==> config.mk <==
export PLATFORM = sky130hd
export DESIGN_NAME = gpcfg_top
export DESIGN_NICKNAME = d
export VERILOG_FILES = /design/src/core/gpcfg_pkg.sv /design/src/core/gpcfg_regmem.sv /design/src/core/gpcfg_sync.sv /design/src/core/gpcfg_top.sv
export SDC_FILE = /design/constraint.sdc
export NUM_CORES = 1
export LEC_CHECK = 0
export BUFFER_PORTS_ARGS = -buffer_cell sky130_fd_sc_hd__buf_2
export CORE_AREA = 3 3 154 156
export CTS_CLUSTER_SIZE = 24
export DETAILED_ROUTE_END_ITERATION = 10
export DIE_AREA = 0 0 157 159
export HOLD_SLACK_MARGIN = 0.02
export PLACE_DENSITY = 0.62
export SYNTH_ARGS = -nofsm -noshare
export SYNTH_HDL_FRONTEND = slang
export SYNTH_SLANG_ARGS = --single-unit
==> constraint.sdc <==
create_clock -name sys_clk -period 3.8 [get_ports sys_clk]
set_clock_uncertainty 0.2 [all_clocks]
set_input_delay 0.38 -clock sys_clk [delete_from_list [all_inputs] [get_ports sys_clk]]
set_output_delay 0.38 -clock sys_clk [all_outputs]
set_load 0.01 [all_outputs]
==> src/core/gpcfg_pkg.sv <==
// Constants, types and helpers for the per-pin configuration bank
// Operation
// - Direction bit per pin: 0 input, 1 output; rows, columns 0-7, columns 8-9.
// - Level bit picks interrupt polarity of an input: 0 low, 1 high.
// - Filter bypass bit: 0 keeps debounce, 1 bypasses it for that pin.
// - Pull-up off bit: 0 keeps input pull-up, 1 removes it.
// - Pull control acts on inputs only; outputs are driven unaffected.
// - Answer at write byte 0x68/read 0x69, or 0x60/0x61 in alternate variant.
package gpcfg_pkg;

	localparam int NUM_PINS = 18;
	localparam int NUM_REGS = 12;
	localparam int BYTES_PER_FUNC = 3;
	localparam int BITS_PER_BYTE = 8;

	// Register offsets
	localparam logic [7:0] OFF_DIR_ROWS = 8'h23;
	localparam logic [7:0] OFF_DIR_COLS_LOW = 8'h24;
	localparam logic [7:0] OFF_DIR_COLS_HIGH = 8'h25;
	localparam logic [7:0] OFF_IRQ_LEVEL_ROWS = 8'h26;
	localparam logic [7:0] OFF_IRQ_LEVEL_COLS_LOW = 8'h27;
	localparam logic [7:0] OFF_IRQ_LEVEL_COLS_HIGH = 8'h28;
	localparam logic [7:0] OFF_FILTER_BYPASS_ROWS = 8'h29;
	localparam logic [7:0] OFF_FILTER_BYPASS_COLS_LOW = 8'h2a;
	localparam logic [7:0] OFF_FILTER_BYPASS_COLS_HIGH = 8'h2b;
	localparam logic [7:0] OFF_PULLUP_OFF_ROWS = 8'h2c;
	localparam logic [7:0] OFF_PULLUP_OFF_COLS_LOW = 8'h2d;
	localparam logic [7:0] OFF_PULLUP_OFF_COLS_HIGH = 8'h2e;

	// Function index within the bank, three bytes each
	localparam logic [1:0] FUNC_DIR = 2'h0;
	localparam logic [1:0] FUNC_IRQ_LEVEL = 2'h1;
	localparam logic [1:0] FUNC_FILTER_BYPASS = 2'h2;
	localparam logic [1:0] FUNC_PULLUP_OFF = 2'h3;

	// Field layout of the third byte of each function, register reset value and unmapped read value
	localparam logic [7:0] HIGH_BYTE_MASK = 8'h03;
	localparam int HIGH_BYTE_BITS = 2;
	localparam logic [7:0] REG_RESET = 8'h00;
	localparam logic [7:0] UNMAPPED_READ = 8'h00;

	// Bus address bytes (write form; read form has bit 0 set)
	localparam logic [7:0] ADDR_WR_STD = 8'h68;
	localparam logic [7:0] ADDR_WR_ALT = 8'h60;

	typedef logic [NUM_REGS-1:0][7:0] gpcfg_bank_t;

	typedef struct packed {
		logic [NUM_PINS-1:0] dir;
		logic [NUM_PINS-1:0] irq_level;
		logic [NUM_PINS-1:0] filter_bypass;
		logic [NUM_PINS-1:0] pullup_en;
	} gpcfg_pins_s;

	typedef enum logic [3:0] {
		ST_IDLE,
		ST_ADDR,
		ST_ACK_ADDR,
		ST_PTR,
		ST_ACK_PTR,
		ST_WRITE,
		ST_ACK_WRITE,
		ST_READ,
		ST_ACK_READ
	} gpcfg_state_e;

	function automatic logic in_bank(input logic [7:0] off);
		return (off >= OFF_DIR_ROWS) && (off <= OFF_PULLUP_OFF_COLS_HIGH);
	endfunction

	function automatic logic [3:0] bank_index(input logic [7:0] off);
		logic [7:0] diff;
		diff = off - OFF_DIR_ROWS;
		return diff[3:0];
	endfunction

	function automatic logic is_high_byte(input logic [3:0] idx);
		return (idx == 4'h2) || (idx == 4'h5) || (idx == 4'h8) || (idx == 4'hb);
	endfunction

	// Gathers rows, columns 0-7 and columns 8-9 of one function into pin order
	function automatic logic [NUM_PINS-1:0] pin_field(input gpcfg_bank_t bank,
		input logic [1:0] func);
		logic [3:0] base;
		base = 4'(func * BYTES_PER_FUNC);
		return {bank[base + 4'h2][HIGH_BYTE_BITS-1:0], bank[base + 4'h1], bank[base]};
	endfunction

endpackage

==> src/core/gpcfg_regmem.sv <==
// Configuration byte store with registered read port
`timescale 1ns/1ps
module gpcfg_regmem import gpcfg_pkg::*; (
	// Clock and reset
	input wire logic sys_clk,
	input wire logic rst,
	// Write port
	input wire logic wr_en,
	input wire logic [3:0] wr_idx,
	input wire logic [7:0] wr_data,
	// Read port
	input wire logic rd_hit,
	input wire logic [3:0] rd_idx,
	output logic [7:0] rd_data,
	// Whole bank for the pin logic
	output gpcfg_bank_t bank
);

	always_ff @(posedge sys_clk) begin
		if (rst) begin
			bank <= {NUM_REGS{REG_RESET}};
		end else if (wr_en) begin
			// Spare bits of the third bytes never hold a one
			bank[wr_idx] <= is_high_byte(wr_idx) ? (wr_data & HIGH_BYTE_MASK) : wr_data;
		end
	end

	always_ff @(posedge sys_clk) begin
		if (rst) begin
			rd_data <= UNMAPPED_READ;
		end else begin
			rd_data <= rd_hit ? bank[rd_idx] : UNMAPPED_READ;
		end
	end

endmodule

==> src/core/gpcfg_sync.sv <==
// Two-flop synchroniser for pin inputs
`timescale 1ns/1ps
module gpcfg_sync #(
	parameter int WIDTH = 1
) (
	// Clock and reset
	input wire logic sys_clk,
	input wire logic rst,
	// Asynchronous levels in, synchronised levels out
	input wire logic [WIDTH-1:0] async_in,
	output logic [WIDTH-1:0] sync_out
);

	logic [WIDTH-1:0] stage1;

	always_ff @(posedge sys_clk) begin
		if (rst) begin
			stage1 <= '1;
			sync_out <= '1;
		end else begin
			stage1 <= async_in;
			sync_out <= stage1;
		end
	end

endmodule

==> src/core/gpcfg_top.sv <==
// Per-pin configuration bank behind a two-wire serial slave
`timescale 1ns/1ps
module gpcfg_top import gpcfg_pkg::*; (
	// Clock and reset
	input wire logic sys_clk,
	input wire logic rst,
	// Serial bus pins, data is open drain
	input wire logic scl_in,
	input wire logic sda_in,
	output logic sda_out,
	output logic sda_oe_n,
	// Address variant strap, high selects the alternate address
	input wire logic addr_alt_strap,
	// Keypad selection per pin, high means keypad, same clock
	input wire logic [NUM_PINS-1:0] keypad_sel,
	// Effective per-pin settings
	output gpcfg_pins_s pin_cfg
);

	logic scl_s;
	logic sda_s;
	logic strap_s;
	logic scl_q;
	logic sda_q;
	logic strap_taken;
	logic [1:0] strap_age;
	logic addr_alt;
	gpcfg_state_e state;
	logic [3:0] bit_cnt;
	logic [7:0] shreg;
	logic [7:0] tx;
	logic [7:0] ptr;
	logic rw;
	logic [7:0] rd_data;
	gpcfg_bank_t bank;
	logic scl_rise;
	logic scl_fall;
	logic start_cond;
	logic stop_cond;
	logic byte_done;
	logic [6:0] own_addr;
	logic wr_en;

	gpcfg_sync #(
		.WIDTH(3)
	) u_sync (
		.sys_clk(sys_clk),
		.rst(rst),
		.async_in({scl_in, sda_in, addr_alt_strap}),
		.sync_out({scl_s, sda_s, strap_s})
	);

	gpcfg_regmem u_regmem (
		.sys_clk(sys_clk),
		.rst(rst),
		.wr_en(wr_en),
		.wr_idx(bank_index(ptr)),
		.wr_data(shreg),
		.rd_hit(in_bank(ptr)),
		.rd_idx(bank_index(ptr)),
		.rd_data(rd_data),
		.bank(bank)
	);

	// Edge and condition detection on synchronised pins
	always_ff @(posedge sys_clk) begin
		if (rst) begin
			scl_q <= 1'b1;
			sda_q <= 1'b1;
		end else begin
			scl_q <= scl_s;
			sda_q <= sda_s;
		end
	end

	assign scl_rise = scl_s & ~scl_q;
	assign scl_fall = ~scl_s & scl_q;
	assign start_cond = scl_s & scl_q & sda_q & ~sda_s;
	assign stop_cond = scl_s & scl_q & ~sda_q & sda_s;
	assign byte_done = (bit_cnt == 4'(BITS_PER_BYTE));

	// Strap is caught once after reset release, so a toggling pin cannot move the address
	// Synchroniser still shows its reset ones for two edges, so the catch waits them out
	always_ff @(posedge sys_clk) begin
		if (rst) begin
			strap_age <= 2'h0;
			strap_taken <= 1'b0;
			addr_alt <= 1'b0;
		end else if (!strap_taken) begin
			strap_age <= {strap_age[0], 1'b1};
			if (strap_age[1]) begin
				strap_taken <= 1'b1;
				addr_alt <= strap_s;
			end
		end
	end

	assign own_addr = addr_alt ? ADDR_WR_ALT[7:1] : ADDR_WR_STD[7:1];

	// Data byte is stored at the falling edge after its eighth bit
	// Pointers outside the bank would alias onto it through the short index
	assign wr_en = (state == ST_WRITE) && scl_fall && byte_done && in_bank(ptr)
		&& !start_cond && !stop_cond;

	// Receive shift register
	always_ff @(posedge sys_clk) begin
		if (rst) begin
			shreg <= 8'h00;
		end else if (scl_rise) begin
			shreg <= {shreg[6:0], sda_s};
		end
	end

	// Bus transaction sequencer
	always_ff @(posedge sys_clk) begin
		if (rst) begin
			state <= ST_IDLE;
			bit_cnt <= 4'h0;
			ptr <= 8'h00;
			rw <= 1'b0;
			tx <= 8'h00;
			sda_oe_n <= 1'b1;
		end else if (start_cond) begin
			// Repeated start keeps the pointer for a following read
			state <= ST_ADDR;
			bit_cnt <= 4'h0;
			sda_oe_n <= 1'b1;
		end else if (stop_cond) begin
			state <= ST_IDLE;
			bit_cnt <= 4'h0;
			sda_oe_n <= 1'b1;
		end else begin
			case (state)
				ST_IDLE: begin
					sda_oe_n <= 1'b1;
				end
				ST_ADDR, ST_PTR, ST_WRITE: begin
					if (scl_rise) begin
						bit_cnt <= bit_cnt + 4'h1;
					end else if (scl_fall && byte_done) begin
						bit_cnt <= 4'h0;
						if (state == ST_ADDR) begin
							if (shreg[7:1] == own_addr) begin
								rw <= shreg[0];
								sda_oe_n <= 1'b0;
								state <= ST_ACK_ADDR;
							end else begin
								state <= ST_IDLE;
							end
						end else if (state == ST_PTR) begin
							ptr <= shreg;
							sda_oe_n <= 1'b0;
							state <= ST_ACK_PTR;
						end else begin
							// Bytes outside the bank are acknowledged and dropped
							sda_oe_n <= 1'b0;
							state <= ST_ACK_WRITE;
						end
					end
				end
				ST_ACK_ADDR: begin
					if (scl_fall) begin
						if (rw) begin
							tx <= rd_data;
							sda_oe_n <= rd_data[7];
							ptr <= ptr + 8'h01;
							state <= ST_READ;
						end else begin
							sda_oe_n <= 1'b1;
							state <= ST_PTR;
						end
					end
				end
				ST_ACK_PTR: begin
					if (scl_fall) begin
						sda_oe_n <= 1'b1;
						state <= ST_WRITE;
					end
				end
				ST_ACK_WRITE: begin
					if (scl_fall) begin
						sda_oe_n <= 1'b1;
						ptr <= ptr + 8'h01;
						state <= ST_WRITE;
					end
				end
				ST_READ: begin
					if (scl_rise) begin
						bit_cnt <= bit_cnt + 4'h1;
					end else if (scl_fall) begin
						if (byte_done) begin
							bit_cnt <= 4'h0;
							sda_oe_n <= 1'b1;
							state <= ST_ACK_READ;
						end else begin
							tx <= {tx[6:0], 1'b0};
							sda_oe_n <= tx[6];
						end
					end
				end
				ST_ACK_READ: begin
					if (scl_rise && sda_s) begin
						// Master refused: stay off the bus until the next start
						state <= ST_IDLE;
					end else if (scl_fall) begin
						tx <= rd_data;
						sda_oe_n <= rd_data[7];
						ptr <= ptr + 8'h01;
						state <= ST_READ;
					end
				end
				default: begin
					state <= ST_IDLE;
					sda_oe_n <= 1'b1;
				end
			endcase
		end
	end

	// Open-drain data only ever pulls low
	always_ff @(posedge sys_clk) begin
		if (rst) begin
			sda_out <= 1'b0;
		end else begin
			sda_out <= 1'b0;
		end
	end

	// Effective pin settings; keypad pins ignore the bank
	always_ff @(posedge sys_clk) begin
		if (rst) begin
			pin_cfg.dir <= '0;
			pin_cfg.irq_level <= '0;
			pin_cfg.filter_bypass <= '0;
			pin_cfg.pullup_en <= '1;
		end else begin
			pin_cfg.dir <= pin_field(bank, FUNC_DIR) & ~keypad_sel;
			pin_cfg.irq_level <= pin_field(bank, FUNC_IRQ_LEVEL) & ~keypad_sel;
			pin_cfg.filter_bypass <= pin_field(bank, FUNC_FILTER_BYPASS) & ~keypad_sel;
			// Outputs never carry the pull-up, so their drive is the same whatever the bit says
			pin_cfg.pullup_en <= ~(pin_field(bank, FUNC_DIR) & ~keypad_sel)
				& ~(pin_field(bank, FUNC_PULLUP_OFF) & ~keypad_sel);
		end
	end

endmodule

==> impl_metrics.csv <==
group,metric,value,unit
outcome,status,"finished clean",
synth,area_share_of_the_largest_cell_type_after_synthesis,0.4969,
timing,hold_violations,0,
timing,period_needed,3.119,ns
grt,overall_track_demand_over_capacity_in_global_routing,0.1820,
layout,insertedDiodeCount,0,
critical_path,crit_type,"flop to flop",
synth,yosysUniqueCellTypes,71,
clock_network,post_cts_resized,0,
critical_path,crit_fanout,29,
synth,netlist.top_cell.by_area,"dfxtp_1",
pwr,power_density,441.1,nW/um^2
timing,worst_slack,0.6806,ns
critical_path,rrSetupSlack,0.68,ns
route,postRouteAntennaNets,0,
route,drcViolationCount,0,
clock_network,clk_latency,0.51,ns
synth,synth_commonest_cells,"dfxtp_1 (221), nand2_1 (98), nor2_1 (87)",
clock_network,clkSinkCount,221,
synth,syn-cell-area,8904,um^2
placement,port-buffer-count,95,
grt,grt_remaining_overflow,0,
floorplan,core,22500,um^2
flow_run,drv.max_cap_violation_count,0,
clock_network,cts_tree,"built",
grt,grt_pass1_vias,6733,
timing,tns,0,ns
worst_hold_path,holdCritPathClass,"input port to flop",
synth,synthesized_area_fraction_occupied_by_and_or_nand_nor_cells,0.2063,
clock_network,clockBufferDepth,3,
grt,antenna_found_initial,0,
route,dr_total_vias,6957,
clock_network,cts_post_setup_buffers_inserted,0,
timing,max_clock_freq,320.6,MHz
floorplan,chipWidth,157,um
synth,muxShareOfSynthArea,0.1124,
critical_path,signal_arrival_time_at_the_worst_endpoint,3.35,ns
placement,dp_slack,0.7273,ns
layout,multi_input_comb_area,4220,um^2
grt,grt_first_pass_wirelength,37080,um
placement,dp_hpwl,15670,um
placement,place_congestion,0.8647,
layout,syn2layout_area_growth,19.10,%
layout,register_area,4424,um^2
route,drt-wirelength-per-cell,17.91,um
pwr,power.static_leakage,3.986,nW
grt,grt_max_degree,45,
layout,post_route_cells_drive_above_1_share,0.1996,
clock_network,numCtsBuffers,23,
synth,ys_async_sr_fraction,0,
critical_path,worstPathRequired,4.03,ns
synth,average_cell_area_after_synthesis,10.03,um^2
synth,number_of_flops_mapped_to_enable_cells_by_yosys,0,
timing,count_of_pins_over_their_slew_limit,0,
timing,max_slew_margin,0.4128,
pwr,ir_worst_vdd,0.3090,mV
synth,yosys_warning_total,0,
critical_path,cpPeakStageDelay,0.87,ns
synth,synth-seq-cells,221,
synth,seq_area_frac_synth,0.4969,
timing,worst-slew-pin-transition,0.8807,ns
clock_network,cts.root.buffer_cell,"clkbuf_16",
timing,setup-violations-final,0,
floorplan,design.die.area,24960,um^2
critical_path,critical-path-slowest-cell,"a2111oi_4",
timing,period_utilization,0.8209,
synth,synth_area_leaders,"dfxtp_1 (50%), mux4_2 (6.1%), and2_1 (5.3%)",
route,drt-vias-per-instance,5.385,
clock_network,post_cts_hold_buffer_count,21,
critical_path,endpoint_kind,"flop",
route,drt_first_pass_iters,5,
clock_network,cts.clk_slew.worst_paths,0.06,ns
floorplan,starting_density_of_the_core,0.3957,
layout,finish.utilization,0.4712,
floorplan,die_h,159,um
route,drt_wl_total,23140,um
clock_network,cts.htree.levels,1,
synth,mappedNetlistNets,921,
layout,fin_nets,1027,
floorplan,io_pins,97,
floorplan,rows,55,
critical_path,timing.critical_path.cells,"buf_4, and3b_1, o21ai_1, a2111oi_4, nand2_1, o22ai_1",
worst_hold_path,worstHoldPathCells,2,
synth,arithmetic_cell_share_of_the_synthesized_area_counting_full_adders_half_adders_and_majority_gates,0.01405,
synth,synthesized_area_fraction_occupied_by_ao_oa_aoi_and_oai_cells,0.1301,
synth,main_combinational_cell_family_by_area_after_synthesis,"simple AND/OR/NAND/NOR gates",
layout,fillCellCount,2057,
route,first_iter_violations,462,
timing,timing.hold.ws,0.1700,ns
critical_path,worstRegToRegCells,6,
synth,synthXorXnorAreaFrac,0.009837,
timing,rsz0062_at_grt,"no",
synth,synth-main-ff-cell,"dfxtp_1",
critical_path,setup.worst_path.start_class,"flop",
synth,post_synth_inst_count,888,
synth,synth.most_common_cell,"dfxtp_1",
[area by class of cell]
cell class / instances / area share
Clock buffer: 31 / 0.06089
Timing Repair Buffer: 130 / 0.07575
Multi-Input combinational cell: 603 / 0.3980
Tap cell: 285 / 0.03363
Inverter: 15 / 0.005310
Sequential cell: 221 / 0.4172
Clock inverter: 7 / 0.009204
[worst paths after layout]
check	from	to
worst max-delay path	ptr[0]	u_regmem.bank[60]
worst min-delay path	rst	shreg[6]
worst max register to register	ptr[0]	u_regmem.bank[60]
worst min register to register	u_sync.stage1[0]	u_sync.sync_out[0]
[placed cells by master, fill, tap and decap left out, types with 4 or more instances in the layout]
master         count
a2111oi_0          4
a211oi_1           7
a21oi_1           20
a31oi_1           12
and2_1            75
and3_1             7
buf_2             95
buf_4             13
clkbuf_1           4
clkbuf_16         23
clkbuf_8           4
dfxtp_1          221
dlygate4sd3_1     21
ha_1              10
inv_1             14
mux2i_1           46
mux4_2            24
nand2_1           98
nand2_2            6
nand2b_1           4
nand3_1           21
nor2_1            87
nor3_1             5
nor4_1             4
nor4_4             5
o21a_1             5
o21ai_0           28
o22ai_1           49
o31a_1             4
o32ai_1            5
or2_2              8
xnor2_1            4
xor2_1             5
[registers in the layout (all words and copies together) (netlist names), 2 cells and up]
register          cells
state                 4
u_sync.sync_out       3
u_regmem.bank        96
pin_cfg              72
strap_age             2
bit_cnt               4
ptr                   8
shreg                 8
u_sync.stage1         3
u_regmem.rd_data      8
tx                    7
[metal layers]
layer	up-vias	routed length [um]	track usage
met4	0	646	0.05452
li1	3362	-	-
met1	3298	10650	0.2585
met2	257	10550	0.2892
met5	-	0	0
met3	40	1292	0.02365
[stage by stage]
step	std cells	area, um^2	total power [mW]
3_5_place_dp	1233	9651	2.494
4_1_cts	1292	10600	4.713
3_3_place_gp	1233	9651	2.495
5_1_grt	1292	10600	4.827
2_1_floorplan	888	8904	2.457
6_report	1292	10600	4.678
[power by group]
| part | leakage, nW | internal (mW) | total, mW | switching (mW) |
|---|---|---|---|---|
| registers | 1.78 | 2.33 | 2.34 | 0.0109 |
| clock network | 0.358 | 1.32 | 2.22 | 0.896 |
| logic | 1.85 | 0.0474 | 0.123 | 0.0758 |
[worst max-delay path: cells and delay by family, from the launching register on]
kind	cells	cell delay, ns
AO/OA/AOI/OAI	3	1.33
buffers and inverters	1	0.45
flip-flops	1	0.44
AND/OR/NAND/NOR	2	0.62
[cells by family (layout without fill, tap and decap cells)]
group                    after synthesis  count (layout)
buffers and inverters                 64             183
AND/OR/NAND/NOR                      347             347
adder cells (fa/ha/maj)               10              10
other                                  1               1
XOR/XNOR                              10              10
AO/OA/AOI/OAI                        165             165
multiplexers                          70              70
flip-flops                           221             221
Note: power is estimated with default switching activity, not from simulation.
